<file path="src/rtl/fdh_params.svh">
// constants for the fixed disk host attachment
// Summary of operation
// - four-bit select picks the internal register
// - one bidirectional active-high byte bus
// - read strobe drives addressed register out
// - write strobe captures bus into register
// - hold reset while drive reset, then initialise
// - interrupt after status return, when enabled
// - ready low inserts wait states
// - dma request held until acknowledge, enabled
// - presence output held asserted
`ifndef FDH_PARAMS_SVH
`define FDH_PARAMS_SVH
`define FDH_REG_DATA 4'h0
`define FDH_REG_STATUS 4'h1
`define FDH_REG_CMD 4'h2
`define FDH_REG_CTRL 4'h3
`define FDH_CTRL_IRQ_EN 0
`define FDH_CTRL_DMA_EN 1
`define FDH_CTRL_RESET 8'h00
`define FDH_ST_BUSY 0
`define FDH_ST_IRQ 1
`define FDH_ST_DREQ 2
`define FDH_INIT_NS 40
`define FDH_CLK_NS 4
`define FDH_INIT_CYC ((`FDH_INIT_NS + `FDH_CLK_NS - 1) / `FDH_CLK_NS)
`define FDH_WAIT_CYC 2
`endif

</file>
<file path="src/rtl/fdh_pkg.sv">
// types for the fixed disk host attachment
package fdh_pkg;
    typedef enum logic [1:0] {
        FDH_RESET = 2'b00,
        FDH_INIT = 2'b01,
        FDH_IDLE = 2'b10,
        FDH_WAIT = 2'b11
    } fdh_state_e;
    typedef struct packed {
        logic sel_n;
        logic rd_n;
        logic wr_n;
        logic [3:0] register_select;
        logic [7:0] data;
    } fdh_bus_s;
endpackage

</file>
<file path="src/rtl/fdh_attach.sv">
// fixed disk controller attachment to the 8-bit host bus
`timescale 1ns/100ps
`include "fdh_params.svh"
module fdh_attach
    import fdh_pkg::*;
(
    input wire logic mclk_i, // 250 mhz clock
    input wire logic resetn_i, // async reset, active low
    input wire logic drive_reset_in_i, // drive reset pin, high
    input wire logic disk_cs_n_i, // board decode select
    input wire logic io_read_strobe_n_i, // read strobe
    input wire logic io_write_strobe_n_i, // write strobe
    input wire logic [3:0] register_select_i, // register select
    input wire logic [7:0] host_data_bus_i, // bus level in
    output logic [7:0] host_data_bus_o, // bus drive value
    output logic host_data_bus_oe_o, // bus drive enable
    input wire logic dma_ack_ch_n_i, // dma acknowledge
    output logic dma_request_ch_o, // dma request
    output logic irq_o, // interrupt request
    output logic channel_ready_o, // high lets cycle end
    output logic disk_installed_n_o, // presence, low
    input wire logic data_avail_i, // core has dma data
    input wire logic status_done_i, // core returned status
    input wire logic [7:0] core_data_i, // core data byte
    output logic [7:0] cmd_byte_o, // last command byte
    output logic cmd_strobe_o // command byte written
);
    // synchroniser stages for the pin group
    fdh_bus_s s1_r; // first stage, may be metastable
    fdh_bus_s s2_r; // second stage, safe to decode
    // drive reset pin, two stages
    logic rst1_r; // first stage
    logic rst2_r; // second stage, high holds reset
    // dma acknowledge pin, two stages, low active
    logic ack1_n_r; // first stage
    logic ack2_n_r; // second stage
    // sequencer state and its shared counter
    fdh_state_e state_r; // reset, init, idle or wait
    logic [3:0] cnt_r; // init / wait counter
    // host visible state
    logic [7:0] ctrl_r; // attachment control
    logic irq_pend_r; // status returned, not yet read
    logic dreq_r; // dma request before enable gate
    logic [7:0] rdata_r; // read data, from flops
    // edge history
    logic acc_prev_r; // access seen last cycle
    logic ack_prev_n_r; // acknowledge seen last cycle
    logic stat_rd_prev_r; // status read seen last cycle
    // decoded access, all from the second stage
    logic acc; // selected read or write
    logic rd; // selected read
    logic wr; // selected write
    logic stat_rd; // selected read of status
    logic acc_rise; // first cycle of an access
    logic ack_fall; // first cycle of acknowledge
    logic stat_rd_end; // status read just finished
    // pins come from another domain; two flops each
    // resetting to idle pin levels avoids a false access
    always_ff @(posedge mclk_i or negedge resetn_i) begin
        if (!resetn_i) begin
            s1_r <= '{1'b1, 1'b1, 1'b1, 4'h0, 8'h00};
            s2_r <= '{1'b1, 1'b1, 1'b1, 4'h0, 8'h00};
            rst1_r <= 1'b1;
            rst2_r <= 1'b1;
            ack1_n_r <= 1'b1;
            ack2_n_r <= 1'b1;
        end else begin
            s1_r <= '{disk_cs_n_i, io_read_strobe_n_i,
                io_write_strobe_n_i, register_select_i, host_data_bus_i};
            s2_r <= s1_r;
            rst1_r <= drive_reset_in_i;
            rst2_r <= rst1_r;
            ack1_n_r <= dma_ack_ch_n_i;
            ack2_n_r <= ack1_n_r;
        end
    end
    // decode from the second stage only; the first is never read
    assign rd = !s2_r.sel_n && !s2_r.rd_n;
    assign wr = !s2_r.sel_n && !s2_r.wr_n;
    assign acc = rd || wr;
    assign stat_rd = rd && (s2_r.register_select == `FDH_REG_STATUS);
    // one access per strobe; the strobe must drop between them
    assign acc_rise = acc && !acc_prev_r;
    assign ack_fall = !ack2_n_r && ack_prev_n_r;
    // clearing at the end lets the host see the pending bit
    assign stat_rd_end = stat_rd_prev_r && !stat_rd;
    // edge history for access, acknowledge and status reads
    // reset values match the idle pins, so no false edge
    always_ff @(posedge mclk_i or negedge resetn_i) begin
        if (!resetn_i) begin
            acc_prev_r <= 1'b0;
            ack_prev_n_r <= 1'b1;
            stat_rd_prev_r <= 1'b0;
        end else begin
            acc_prev_r <= acc;
            ack_prev_n_r <= ack2_n_r;
            stat_rd_prev_r <= stat_rd;
        end
    end
    // sequencer: reset, init, idle, wait states
    always_ff @(posedge mclk_i or negedge resetn_i) begin
        if (!resetn_i) begin
            state_r <= FDH_RESET;
            cnt_r <= 4'h0;
        end else if (rst2_r) begin
            state_r <= FDH_RESET;
            cnt_r <= 4'h0;
        end else begin
            case (state_r)
                // one cycle of reset state, then initialise
                FDH_RESET: begin
                    state_r <= FDH_INIT;
                    cnt_r <= 4'(`FDH_INIT_CYC);
                end
                // any access meanwhile sees ready low
                FDH_INIT: begin
                    if (cnt_r == 4'h0) begin
                        state_r <= FDH_IDLE;
                    end else begin
                        cnt_r <= cnt_r - 4'h1;
                    end
                end
                FDH_IDLE: begin
                    // each new access is stretched a little
                    if (acc_rise) begin
                        state_r <= FDH_WAIT;
                        cnt_r <= 4'(`FDH_WAIT_CYC);
                    end
                end
                // wait states until the counter runs out
                FDH_WAIT: begin
                    if (cnt_r == 4'h0) begin
                        state_r <= FDH_IDLE;
                    end else begin
                        cnt_r <= cnt_r - 4'h1;
                    end
                end
                // unused code: recover through reset
                default: state_r <= FDH_RESET;
            endcase
        end
    end
    // ready low while stretching or not yet initialised
    // combinational, so the host sees it in the same cycle
    assign channel_ready_o = !(acc && (state_r != FDH_IDLE));
    // register writes, at the first cycle of a write
    // a long strobe therefore writes only once
    always_ff @(posedge mclk_i or negedge resetn_i) begin
        if (!resetn_i) begin
            ctrl_r <= `FDH_CTRL_RESET;
            cmd_byte_o <= 8'h00;
            cmd_strobe_o <= 1'b0;
        end else begin
            cmd_strobe_o <= 1'b0;
            // writes during drive reset are dropped
            if (rst2_r) begin
                ctrl_r <= `FDH_CTRL_RESET;
            end else if (wr && acc_rise) begin
                case (s2_r.register_select)
                    `FDH_REG_CTRL: ctrl_r <= s2_r.data;
                    `FDH_REG_CMD, `FDH_REG_DATA: begin
                        cmd_byte_o <= s2_r.data;
                        cmd_strobe_o <= 1'b1;
                    end
                    default: ; // other selects ignore writes
                endcase
            end
        end
    end
    // interrupt pending: set wins over status read clear
    always_ff @(posedge mclk_i or negedge resetn_i) begin
        if (!resetn_i) begin
            irq_pend_r <= 1'b0;
        end else if (rst2_r) begin
            irq_pend_r <= 1'b0;
        end else if (status_done_i) begin
            irq_pend_r <= 1'b1;
        end else if (stat_rd_end) begin
            // cleared once the host has finished reading status
            irq_pend_r <= 1'b0;
        end
    end
    // the enable masks the line but keeps the pending bit
    assign irq_o = irq_pend_r && ctrl_r[`FDH_CTRL_IRQ_EN];
    // dma request holds until acknowledge falls
    // a new data event in the ack cycle wins over the clear
    always_ff @(posedge mclk_i or negedge resetn_i) begin
        if (!resetn_i) begin
            dreq_r <= 1'b0;
        end else if (rst2_r) begin
            dreq_r <= 1'b0;
        end else if (data_avail_i && ctrl_r[`FDH_CTRL_DMA_EN]) begin
            dreq_r <= 1'b1;
        end else if (ack_fall) begin
            dreq_r <= 1'b0;
        end
    end
    assign dma_request_ch_o = dreq_r && ctrl_r[`FDH_CTRL_DMA_EN];
    // read data mux; status shows internal state
    // updates every cycle; the wait states cover the latency
    always_ff @(posedge mclk_i or negedge resetn_i) begin
        if (!resetn_i) begin
            rdata_r <= 8'h00;
        end else begin
            case (s2_r.register_select)
                `FDH_REG_DATA: rdata_r <= core_data_i;
                // status is assembled from live internal state
                `FDH_REG_STATUS: begin
                    rdata_r <= 8'h00;
                    rdata_r[`FDH_ST_BUSY] <= (state_r != FDH_IDLE);
                    rdata_r[`FDH_ST_IRQ] <= irq_pend_r;
                    rdata_r[`FDH_ST_DREQ] <= dreq_r;
                end
                `FDH_REG_CTRL: rdata_r <= ctrl_r;
                default: rdata_r <= 8'h00;
            endcase
        end
    end
    // read data leaves from flops, never from the mux
    assign host_data_bus_o = rdata_r;
    // drive only while selected and read strobe active
    assign host_data_bus_oe_o = rd;
    // presence is fixed: the attachment is always fitted
    assign disk_installed_n_o = 1'b0;
endmodule // fdh_attach

</file>
<file path="config.mk">
export PLATFORM = sky130hd
export DESIGN_NAME = fdh_attach
export DESIGN_NICKNAME = d
export VERILOG_FILES = /design/src/rtl/fdh_pkg.sv /design/src/rtl/fdh_attach.sv
export VERILOG_INCLUDE_DIRS = /design/src /design/src/rtl
export SDC_FILE = /design/constraint.sdc
export NUM_CORES = 1
export LEC_CHECK = 0
export ABC_CLOCK_PERIOD_IN_PS = 2560
export BUFFER_PORTS_ARGS = -buffer_cell sky130_fd_sc_hd__buf_4
export CAP_MARGIN = 20
export CELL_PAD_IN_SITES_DETAIL_PLACEMENT = 0
export CELL_PAD_IN_SITES_GLOBAL_PLACEMENT = 1
export CORE_MARGIN = 3
export CORE_UTILIZATION = 25
export DETAILED_ROUTE_END_ITERATION = 7
export GPL_ROUTABILITY_DRIVEN = 1
export HOLD_SLACK_MARGIN = 0.03
export PLACE_DENSITY = 0.58
export SLEW_MARGIN = 5
export SYNTH_ARGS = -nofsm -noshare
export SYNTH_HDL_FRONTEND = slang
export SYNTH_SLANG_ARGS = --single-unit
export TNS_END_PERCENT = 50
</file>
<file path="constraint.sdc">
create_clock -name mclk_i -period 2.56 [get_ports mclk_i]
set_input_delay 0.128 -clock mclk_i [delete_from_list [all_inputs] [get_ports mclk_i]]
set_output_delay 0.128 -clock mclk_i [all_outputs]
set_load 0.005 [all_outputs]
</file>
== Word-level counts from Yosys, hierarchy flattened ==
Cells that the tools add are included.

* Muxes and demuxes: 21
* Eq/ne operators: 10
* Reductions and logical operators: 32
* Bitwise logic cells: 1
* Add/sub/neg operators: 1

{| class="wikitable"
|+ Operators with widths
! kind !! number
|-
| 2-to-1 mux 8 bit || 3
|-
| one-hot mux 8 bit (3 select lines) || 1
|-
| 2-to-1 mux 4 bit || 3
|-
| one-hot mux 4 bit (3 select lines) || 1
|-
| logical AND 1 bit || 11
|-
| 2-to-1 mux 1 bit || 9
|-
| equality test 4 x 2 -> 1 bit (second input constant) || 2
|-
| logical NOT 4 bit || 2
|-
| logical NOT 1 bit || 7
|-
| 2-to-1 mux 2 bit || 3
|-
| != test 3 bit (second input constant) || 2
|-
| one-hot mux 2 bit (3 select lines) || 1
|-
| AND reduction 2 bit || 3
|-
| nonzero test 3 bit || 2
|-
| equality test 2 bit (second input constant) || 2
|-
| equality test 4 x 1 -> 1 bit (second input constant) || 1
|-
| nonzero test 2 bit || 2
|-
| OR reduction 2 bit || 2
|-
| subtractor 4 x 1 -> 4 bit (second input constant) || 1
|-
| != test 3 x 1 -> 1 bit (second input constant) || 1
|-
| AND reduction 3 bit || 1
|-
| equality test 2 x 1 -> 1 bit (second input constant) || 1
|-
| logical NOT 2 bit || 1
|-
| != test 2 bit (second input constant) || 1
|-
| 2 further kinds || 2
|}

* Bits in registers: 70
* Input bits: 29

== Logic depth before layout (Yosys ltp) ==
Gate-level depths: netlist (run 1).

* Depth after elaboration: 8
* Gate-level depth with buffers: 6

== Worst setup path after synthesis (run 1) ==
Ideal clock, no wire load.

* Kind: reg2reg
* Start point: register s2_r[11] in the netlist's numbering
* End point: register cmd_byte_o[0]
* Stages on the path, launching flop included: 5
* Data arrival time: 1.659 ns
* Library setup time: 0.125 ns
* Path buffers: 1
* Slack: 0.776 ns
* Cell sequence: dfrtp_1 -> or3_4 -> or4b_1 -> buf_6 -> mux2_4

* Cells in the longest elaborated chain, start to end: 3

{| class="wikitable"
|+ RTL lines
! element !! line !! text
|-
| from (decl) || fdh_attach.sv:30 || <nowiki>fdh_bus_s s2_r;</nowiki>
|-
| from (signal assigned) || fdh_attach.sv:62 || <nowiki>s2_r <= '{1'b1, 1'b1, 1'b1, 4'h0, 8'h00};</nowiki>
|-
| from (signal assigned) || fdh_attach.sv:70 || <nowiki>s2_r <= s1_r;</nowiki>
|-
| equality test 4 x 2 -> 1 bit / logical NOT 4 bit (equally long branches) || fdh_attach.sv:159 || <nowiki>case (s2_r.register_select)</nowiki>
|-
| OR reduction 2 bit (*) || fdh_attach.sv:159 ||
|-
| AND reduction 3 bit (no line) (*) || - ||
|-
| to (signal assigned) || fdh_attach.sv:162 || <nowiki>cmd_byte_o <= s2_r.data;</nowiki>
|-
| to (decl) || fdh_attach.sv:25 || <nowiki>output logic [7:0] cmd_byte_o,</nowiki>
|}

Every way passes the cells marked *; elsewhere a longest branch is shown, timed or not.
A chain may end at the register's enable or synchronous reset.

== Final worst setup path (run 1) ==
* Start point: register s2_r[10] in the netlist's numbering
* End point: register cmd_byte_o[2]

Same word-level chain as after synthesis.

==> metrics, run 1 <==
Mapped Avg Cell Area=between 10 and 15 sq um; initial antenna violation count=0; first-pass GRT wire length=8270 microns; total power=2.54 mW; Net Sw Frac=about a quarter; kind of cell adding the most delay to the critical path=simple AND/OR/NAND/NOR gates; Crit path required time=2.78 ns; Buf/Inv on CP=0; Power Dens Cells=734 mW/mm^2; P&R area growth vs syn=35.0%; CP max stage delay=0.75 ns; crit path capture type=register; sequential element share of the synthesized area=around 69%; Compound-Gate Fraction of Synth Area=roughly 6.8%; share of cells above drive strength 1=34.4%; Slowest cell on crit path=or4b_1; All-Layer GR Usage=9.53%; DRT Pass-1 Iters=4; most frequent cells in the layout=59 x dfrtp_1, 50 x buf_4, 24 x nand2_1; Final Hold Viols=0; largest net degree at the start of global routing=71; vias in the first global route=1517; CTS tree=yes; Fillers=between 900 and 1000; cell area after synthesis=roughly 0.0026 sq mm; DRT iter0 DRCs=70; XOR/XNOR Fraction of Synth Area=0.341%; Longest Clk Path Bufs=2; Psw=0.599 mW; clk slew on worst S/H paths=0.07 ns; Yosys warning total=0; total grt overflow=0; post-synthesis mux area share=8.59%; Setup TNS=0 ns; Simple-Gate Fraction of Synth Area=10.1%; Initial Util=26.0%; clk root buf=clkbuf_8; Via density=between 3 and 4; largest family of logic cells by synthesized area=simple AND/OR/NAND/NOR gates; commonest non-fill, non-tap cell in the layout=dfrtp_1; Vias=1528; Num CTS Buffers=9; endpoints failing setup=0; die area=roughly 0.012 sq mm; combinational power share=12.1%; CTS sink cnt=70; Reg power frac=49.1%; main flop type after synthesis=dfrtp_1; Hold Crit Class=primary input to register; Syn Nets=215; Die Height=~110 microns; cell area after layout=0.00346 sq mm; Setup Skew=about 0.01 ns; I/O pins=51; Routed Antenna Nets=0; CP max FO=9; Netlist cell types=37; CP cell instances=or3_4 -> or4b_1 -> mux2_4; Seq cells post-synth=70; n_diodes=0; final core area utilization=35.1%; Core Region=0.00986 sq mm; DP Area=0.00303 sq mm; Nets=288; Synth async-reset ratio=100%; Leak=between 1.5 and 2 nW; internal power=1.94 mW; Setup CP Type=register to register; H-tree depth=3; pre-CTS setup slack=0.534 ns; max cap viols=0; final WL=between 5000 and 6000 microns; peak supply drop=0.000320 V; # port buffers=just under 50; critical path launch point type=register; Mapped Cells=about 180; Layout Cells excl Fill=about 400; clock network power share=38.8%; Residual DRC=0; max-slew violations=0; insertion delay to the later sink of the worst-skew pair=approximately 0.34 ns; achievable frequency=496 MHz; worst slew pin tran=0.860 ns; status=completed; Slew headroom=42.7%; Synth Area in Adders=less than 1%; cell count after placement=358; final worst setup slack=0.545 ns; RSZ-0062 raised after global routing=false; DP Wirelength=3360 microns; die span in x=around 110 microns; WL/cell=12.8 microns; FP Rows=36; Final Wtd Congestion=0.705; fin crit share=~79%; min Tclk post-route=2.02 ns; Critical Path AT=roughly 2.2 ns; Post-synth EDFFs=0; Final Hold Slack=0.0638 ns
final timing paths:
kind	startpoint	end	slack, ns	depth (start not counted)
max	s2_r[10]$_DFF_PN0_	cmd_byte_o[2]$_DFFE_PN0P_	0.54	3
min	core_data_i[7]	host_data_bus_o[7]$_DFF_PN0_	0.06	3
max reg2reg	s2_r[10]$_DFF_PN0_	cmd_byte_o[2]$_DFFE_PN0P_	0.54	3
min reg2reg	s1_r[4]$_DFF_PN0_	s2_r[4]$_DFF_PN0_	0.34	0
max in group asynchronous	resetn_i	s2_r[11]$_DFF_PN0_	1.55	2
min in group asynchronous	resetn_i	host_data_bus_o[6]$_DFF_PN0_	0.43	2
synth_stat cells, drive strengths merged (3+ instances only):
| library cell | n | area share (%) |
|---|---|---|
| a21oi | 6 | 1.2 |
| a22oi | 5 | 1.5 |
| and2 | 3 | 0.73 |
| buf | 4 | 1.1 |
| clkbuf | 4 | 0.98 |
| dfrtp | 59 | 58 |
| dfstp | 11 | 11 |
| inv | 6 | 0.88 |
| mux2 | 8 | 4.7 |
| mux2i | 10 | 3.9 |
| nand2 | 24 | 3.5 |
| nand2b | 4 | 0.98 |
| nor2 | 12 | 1.8 |
| o21ai | 3 | 0.59 |
| or2 | 3 | 0.73 |
registers in the layout, summed over array words and instances (netlist names):
name             flops
cmd_byte_o           8
rst1_r               1
stat_rd_prev_r       1
irq_pend_r           1
cnt_r                4
acc_prev_r           1
ack2_n_r             1
s1_r                15
rst2_r               1
ctrl_r               8
ack1_n_r             1
ack_prev_n_r         1
state_r              2
cmd_strobe_o         1
dreq_r               1
s2_r                15
host_data_bus_o      8
metal layers:
layer	vias to the layer above	wire length, microns	track usage, %
li1	765	-	-
met1	725	2480	13.5
met2	34	2310	12.9
met3	4	219	2.76
met4	0	67	5.21
met5	-	0	0
worst reg2reg max path: cells and delay by family (launching register included):
kind             cells  cell delay (ns)
AND/OR/NAND/NOR      2             1.13
multiplexers         1             0.39
flip-flops           1             0.38
area by class of cell:
| class | count | area, sq um | area share (%) |
|---|---|---|---|
| Clock buffer | 11 | 141 | 4.08 |
| Tap cell | 133 | 166 | 4.80 |
| Sequential cell | 70 | 1770 | 51.0 |
| Multi-Input combinational cell | 99 | 698 | 20.2 |
| Inverter | 6 | 22.5 | 0.650 |
| Timing Repair Buffer | 71 | 586 | 16.9 |
| Clock inverter | 5 | 83.8 | 2.42 |
cells by family after synthesis:
| kind of cell | Yosys count |
|---|---|
| adder cells (fa/ha/maj) | 2 |
| XOR/XNOR | 1 |
| AO/OA/AOI/OAI | 24 |
| AND/OR/NAND/NOR | 53 |
| multiplexers | 18 |
| flip-flops | 70 |
| other | 1 |
| buffers and inverters | 15 |
what timing repair did:
action,in CTS,in global routing
hold buffers,21,0
endpoints found under the setup margin,0,0
endpoints found under the hold margin,79,0
buffers inserted,0,0
resized for setup,0,0
power groups by stage:
stage | clock (mW) | combinational (mW) | sequential (mW)
after global routing | 1.07 | 0.345 | 1.26
after detailed placement | 0 | 0.282 | 1.27
after floorplan | 0 | 0.172 | 1.25
after global placement | 0 | 0.285 | 1.27
final | 0.987 | 0.307 | 1.25
after CTS | 1.02 | 0.311 | 1.25
Note: power is estimated with default switching activity, not from simulation.
==> run 2, diff against run 1 <==
--- a/config.mk
+++ b/config.mk
@@ -6,7 +6,8 @@
 export SDC_FILE = /design/constraint.sdc
 export NUM_CORES = 1
 export LEC_CHECK = 0
-export ABC_CLOCK_PERIOD_IN_PS = 2560
+export ABC_AREA = 1
+export ABC_CLOCK_PERIOD_IN_PS = 1890
 export BUFFER_PORTS_ARGS = -buffer_cell sky130_fd_sc_hd__buf_4
 export CAP_MARGIN = 20
 export CELL_PAD_IN_SITES_DETAIL_PLACEMENT = 0
@@ -16,7 +17,7 @@
 export DETAILED_ROUTE_END_ITERATION = 7
 export GPL_ROUTABILITY_DRIVEN = 1
 export HOLD_SLACK_MARGIN = 0.03
-export PLACE_DENSITY = 0.58
+export PLACE_DENSITY = 0.59
 export SLEW_MARGIN = 5
 export SYNTH_ARGS = -nofsm -noshare
 export SYNTH_HDL_FRONTEND = slang
==> constraint.sdc (replaced) <==
create_clock -name mclk_i -period 1.89 [get_ports mclk_i]
set_input_delay 0.0945 -clock mclk_i [delete_from_list [all_inputs] [get_ports mclk_i]]
set_output_delay 0.0945 -clock mclk_i [all_outputs]
set_load 0.005 [all_outputs]
==> metrics, run 2 <==
Mapped Cells=234 (+27%); RSZ-0062 raised after global routing=false; Yosys top cell area share=58.9% (+1.4 points); peak supply drop=0.000465 V (+46%); cell count after placement=413 (+15%); Seq cells post-synth=70 (unchanged); synth cell count leaders=84 x nand2_1, 59 x dfrtp_1, 18 x inv_1, 17 x nand3_1, 12 x nor2_1; share of cells above drive strength 1=28.4% (-5.9 points); insertion delay to the later sink of the worst-skew pair=0.34 ns (about the same); All-Layer GR Usage=10.8% (+1.3 points); Num CTS Buffers=9 (unchanged); post-synth top area cell=dfrtp_1; Setup CP Type=register to register; Synth async-reset ratio=100% (unchanged); vias in the first global route=1880 (+24%); most frequent cells in the layout=84 x nand2_1, 59 x dfrtp_1, 51 x buf_4; die span in x=106 microns (-1.1%); H-tree depth=3 (unchanged); Setup TNS=0 ns (unchanged); Post-synth EDFFs=0 (unchanged); P&R area growth vs syn=40.1%; fin crit share=71.3% (-7.4 points); Syn Nets=265 (+23%); DRT iter0 DRCs=52 (-26%); most numerous cell in the Yosys netlist=nand2_1; initial antenna violation count=0 (unchanged); n_diodes=0 (unchanged); biggest regs=s1_r x15, s2_r x15; CTS sink cnt=70 (unchanged); Final Hold Viols=0 (unchanged); largest net degree at the start of global routing=41 (-42%); achievable frequency=742 MHz (+50%); pre-CTS setup slack=0.532 ns (-0.00175 ns); DP Wirelength=3850 microns (+15%); clk slew on worst S/H paths=0.07 ns (about the same); cell area after synthesis=0.00250 sq mm (-2.3%); Routed Antenna Nets=0 (unchanged); Critical Path AT=1.58 ns (-0.65 ns); # port buffers=49 (unchanged); max cap viols=0 (unchanged); I/O pins=51 (unchanged); Hold Crit Class=primary input to async pin; Vias=1774 (+16%); CP max FO=10 (+1); main flop type after synthesis=dfrtp_1; Mapped Avg Cell Area=10.7 sq um (-23%); Residual DRC=0 (unchanged); max-slew violations=0 (unchanged); Setup Skew=0.00673 ns (-0.00335 ns); Nets=354 (+23%); Power Dens Cells=942 mW/mm^2 (+28%); Netlist cell types=22 (-41%); WL/cell=11.8 microns (-8.3%); Longest Clk Path Bufs=2 (unchanged); critical path launch point type=register; Core Region=0.00950 sq mm (-3.7%); CTS tree=yes; Fillers=984 (+3.4%); clk root buf=clkbuf_8; commonest non-fill, non-tap cell in the layout=nand2_1; final core area utilization=36.9% (+1.8 points); post-CTS setup buffer count=0 (unchanged); die area=0.0113 sq mm (-2.2%); Die Height=106 microns (-1.1%); Yosys warning total=0 (unchanged); Area contributors post-synth=dfrtp_1 59%, nand2_1 13%, dfstp_2 12%; final WL=5370 microns (+5.9%); FP Rows=35 (-2.8%); crit path capture type=register; final worst setup slack=0.543 ns (-0.00215 ns); Crit path required time=2.12 ns (-0.66 ns); endpoints failing setup=0 (unchanged); Final Wtd Congestion=0.724 (+2.7%); Initial Util=26.4% (+0.36 points); Layout Cells excl Fill=456 (+15%); total grt overflow=0 (unchanged); status=completed; min Tclk post-route=1.35 ns (-0.668 ns); Leak=1.75 nW (+9.6%); DRT Pass-1 Iters=4 (unchanged); first-pass GRT wire length=9420 microns (+14%); Via density=3.89 (+0.57%); sequential element share of the synthesized area=70.5% (+1.7 points)
## run 2: changes by cell type after synthesis, moves of 5 or more
cell / previous run / this run
nand2_1: 24 / 84
a22oi_1: 5 / 0
inv_1: 6 / 18
nand3_1: 0 / 17
mux2_4: 8 / 0
mux2i_1: 10 / 0
## run 2: timing repair
| action | 4_1_cts | 5_1_grt |
|---|---|---|
| endpoints found under the hold margin | 57 | 0 |
| hold buffers | 28 | 0 |
| gates resized for setup | 0 | 0 |
## run 2: final timing paths
path                                     from                        end  slack, ns  depth (start not counted)
setup / recovery             rst2_r$_DFF_PN1_  cmd_byte_o[2]$_DFFE_PN0P_       0.54                          5
hold / removal                       resetn_i          s1_r[1]$_DFF_PN0_       0.23                          2
setup reg to reg             rst2_r$_DFF_PN1_  cmd_byte_o[2]$_DFFE_PN0P_       0.54                          5
hold reg to reg            s1_r[11]$_DFF_PN0_         s2_r[11]$_DFF_PN0_       0.35                          0
max in group asynchronous            resetn_i         s2_r[14]$_DFF_PN1_       1.05                          3
min in group mclk_i        s1_r[11]$_DFF_PN0_         s2_r[11]$_DFF_PN0_       0.35                          0
## run 2: stage by stage
| step | hold WS, ns | power (mW) | area [sq um] |
|---|---|---|---|
| 6_report | 0.228 | 3.31 | 3510 |
| 4_1_cts | 0.228 | 3.36 | 3510 |
| 2_1_floorplan | -0.201 | 2.03 | 2500 |
| 3_3_place_gp | 0.0539 | 2.24 | 3060 |
| 3_5_place_dp | 0.0603 | 2.24 | 3060 |
| 5_1_grt | 0.252 | 3.52 | 3510 |
## run 2: report_power, final
group	internal [mW]	switching [mW]	total, mW	leakage (nW)
Sequential	1.63	0.0903	1.72	0.868
Clock	0.506	0.551	1.06	0.0885
Combinational	0.244	0.281	0.525	0.798
Total	2.38	0.923	3.31	1.75
## run 2: final cells by class
type / instances / area [sq um] / share of cell area (%)
Sequential cell: 70 / 1770 / 50.3
Clock buffer: 10 / 138 / 3.92
Timing Repair Buffer: 80 / 683 / 19.5
Tap cell: 129 / 161 / 4.60
Inverter: 23 / 88.8 / 2.53
Clock inverter: 5 / 35.0 / 0.998
Multi-Input combinational cell: 139 / 638 / 18.2
## run 2: worst max-delay path: stages (launching register included)
cell	delay, ns
dfstp_2	0.69
inv_2	0.17
nand3_4	0.19
inv_4	0.08
nand2_1	0.06
nand2_1	0.05
## run 2: routing by layer
| metal | global-route usage, % | wire (microns) |
|---|---|---|
| met4 | 2.50 | 55 |
| met1 | 14.4 | 2660 |
| met3 | 4.13 | 298 |
| met2 | 16.6 | 2360 |
| met5 | 0 | 0 |
## run 2: cell families (layout without fill, tap and decap cells)
logic type      after synthesis  count (layout)  share of synthesized area, %
simple gates                124             124                          21.9
flops                        70              70                          70.5
buf+inv                      25             118                          4.05
compound gates               12              12                          2.40
fa+ha+maj                     2               2                         0.999
other cells                   1               1                         0.150
==> run 3, diff against run 2 <==
--- a/config.mk
+++ b/config.mk
@@ -7,7 +7,7 @@
 export NUM_CORES = 1
 export LEC_CHECK = 0
 export ABC_AREA = 1
-export ABC_CLOCK_PERIOD_IN_PS = 1890
+export ABC_CLOCK_PERIOD_IN_PS = 1200
 export BUFFER_PORTS_ARGS = -buffer_cell sky130_fd_sc_hd__buf_4
 export CAP_MARGIN = 20
 export CELL_PAD_IN_SITES_DETAIL_PLACEMENT = 0
@@ -17,7 +17,7 @@
 export DETAILED_ROUTE_END_ITERATION = 7
 export GPL_ROUTABILITY_DRIVEN = 1
 export HOLD_SLACK_MARGIN = 0.03
-export PLACE_DENSITY = 0.59
+export PLACE_DENSITY = 0.61
 export SLEW_MARGIN = 5
 export SYNTH_ARGS = -nofsm -noshare
 export SYNTH_HDL_FRONTEND = slang
==> constraint.sdc (replaced) <==
create_clock -name mclk_i -period 1.2 [get_ports mclk_i]
set_input_delay 0.06 -clock mclk_i [delete_from_list [all_inputs] [get_ports mclk_i]]
set_output_delay 0.06 -clock mclk_i [all_outputs]
set_load 0.005 [all_outputs]
==> metrics, run 3 (synthesis gave the netlist of run 2 again) <==
status=completed; Critical Path AT=1.42 ns (-0.16 ns); total grt overflow=0 (unchanged); CTS sink cnt=70 (unchanged); vias in the first global route=1955 (+4.0%); critical path launch point type=register; fin crit share=99.0% (+28 points); crit path launch=rst2_r$_DFF_PN1_; Die Height=106 microns (unchanged); DRT iter0 DRCs=56 (+7.7%); Setup Skew=0.0101 ns (+0.00341 ns); DP Area=0.00316 sq mm (+3.4%); share of cells above drive strength 1=36.9% (+8.4 points); FP Rows=35 (unchanged); WL/cell=12.0 microns (+2.0%); insertion delay to the later sink of the worst-skew pair=0.34 ns (about the same); clk slew on worst S/H paths=0.08 ns (about the same); first-pass GRT wire length=9440 microns (+0.22%); Leak=1.87 nW (+6.4%); P&R area growth vs syn=50.3%; Setup TNS=0 ns (unchanged); commonest non-fill, non-tap cell in the layout=nand2_1; peak supply drop=0.000671 V (+44%); Power Dens Cells=1520 mW/mm^2 (+61%); CP max FO=9 (-1); min Tclk post-route=1.19 ns (-0.159 ns); pre-CTS setup slack=-0.0458 ns (-0.578 ns); H-tree depth=3 (unchanged); Setup CP Type=register to register; RSZ-0062 raised after global routing=true; Via density=3.95 (+1.6%); largest net degree at the start of global routing=28 (-32%); reg2reg start=rst2_r$_DFF_PN1_; Routed Antenna Nets=0 (unchanged); achievable frequency=842 MHz (+13%); Multi-input gate area=714 sq um (+12%); Residual DRC=0 (unchanged); CTS tree=yes; DRT Pass-1 Iters=4 (unchanged); cell area after layout=0.00376 sq mm (+7.3%); Core Region=0.00950 sq mm (unchanged); max-slew violations=0 (unchanged); FF/Latch Area=0.00177 sq mm (about the same); Hold Crit Class=primary input to async pin; Final Wtd Congestion=0.745 (+2.9%); n_diodes=0 (unchanged); biggest regs=s1_r x15, s2_r x15; Final Hold Viols=0 (unchanged); most frequent cells in the layout=77 x nand2_1, 66 x buf_4, 58 x dfrtp_1; RR Endpoint=cmd_byte_o[6]$_DFFE_PN0P_; Initial Util=26.4% (unchanged); cell count after placement=427 (+3.4%); Nets=373 (+5.4%); die area=0.0113 sq mm (unchanged); endpoints failing setup=0 (unchanged); clk root buf=clkbuf_8; Fillers=940 (-4.5%); max cap viols=0 (unchanged); final core area utilization=39.6% (+2.7 points); All-Layer GR Usage=10.8% (+0.034 points); Num CTS Buffers=9 (unchanged); die span in x=106 microns (unchanged); R2R setup slack=0.01 ns (-0.53 ns); Longest Clk Path Bufs=2 (unchanged); final WL=5720 microns (+6.5%); initial antenna violation count=0 (unchanged); Layout Cells excl Fill=476 (+4.4%); FF-to-FF path depth=5 (unchanged); # port buffers=49 (unchanged); DP Wirelength=3970 microns (+3.2%); CP endpoint=cmd_byte_o[6]$_DFFE_PN0P_; crit path capture type=register; I/O pins=51 (unchanged); Crit path required time=1.44 ns (-0.68 ns); Vias=1881 (+6.0%); final worst setup slack=0.0120 ns (-0.531 ns)
[run 3: layout make-up]
class	count	area share (%)
flip-flops and latches	70	46.9
repair buffers	98	22.0
clock buffers	9	3.29
multi-input cells	140	19.0
inverters	23	2.56
well taps	129	4.29
clock inverters	7	1.93
[run 3: metrics by stage]
step | power (mW) | hold slack, ns
5_1_grt | 6.06 | 0.184
3_3_place_gp | 3.62 | 0.0102
3_5_place_dp | 3.62 | 0.00597
4_1_cts | 5.71 | 0.159
6_report | 5.71 | 0.159
2_1_floorplan | 3.19 | -0.236
[run 3: metal layers]
metal	global-route usage (%)	vias to the layer above	part of all wire [%]
met4	3.05	0	0.94
met3	4.19	6	5.3
li1	-	945	-
met1	14.2	886	47
met5	0	-	0
met2	16.7	44	47
[run 3: how the worst min path moves through the flow]
stage / from / to / slack, ns / depth (start not counted)
global placement: resetn_i / s2_r[4]$_DFF_PN0_ / 0.01 / 1
detailed placement: resetn_i / s1_r[1]$_DFF_PN0_ / 0.006 / 1
CTS: resetn_i / s1_r[1]$_DFF_PN0_ / 0.16 / 2
global route: resetn_i / s1_r[1]$_DFF_PN0_ / 0.18 / 2
finish: resetn_i / s1_r[1]$_DFF_PN0_ / 0.16 / 2
floorplan: resetn_i / acc_prev_r$_DFF_PN0_ / -0.24 / 0
[run 3: report_power, final]
group / internal [mW] / total [mW] / leakage [nW] / switching [mW]
sequential: 2.57 / 2.71 / 0.867 / 0.139
combinational: 0.551 / 1.10 / 0.904 / 0.548
clock: 0.966 / 1.90 / 0.0960 / 0.930
total: 4.09 / 5.71 / 1.87 / 1.62
[run 3: timing repair]
action | CTS | global route
setup endpoints to repair | 17 | 22
cloned | 0 | 1
hold endpoints to repair | 88 | 0
gates resized for setup | 9 | 17
buffers inserted | 5 | 0
hold buffers | 28 | 0
pin swaps | 2 | 3
[run 3: critical path, stage by stage (launching register included)]
cell	delay, ns
dfstp_2	0.65
inv_4	0.10
nand3_4	0.15
inv_6	0.06
nand2_1	0.06
nand2_1	0.05
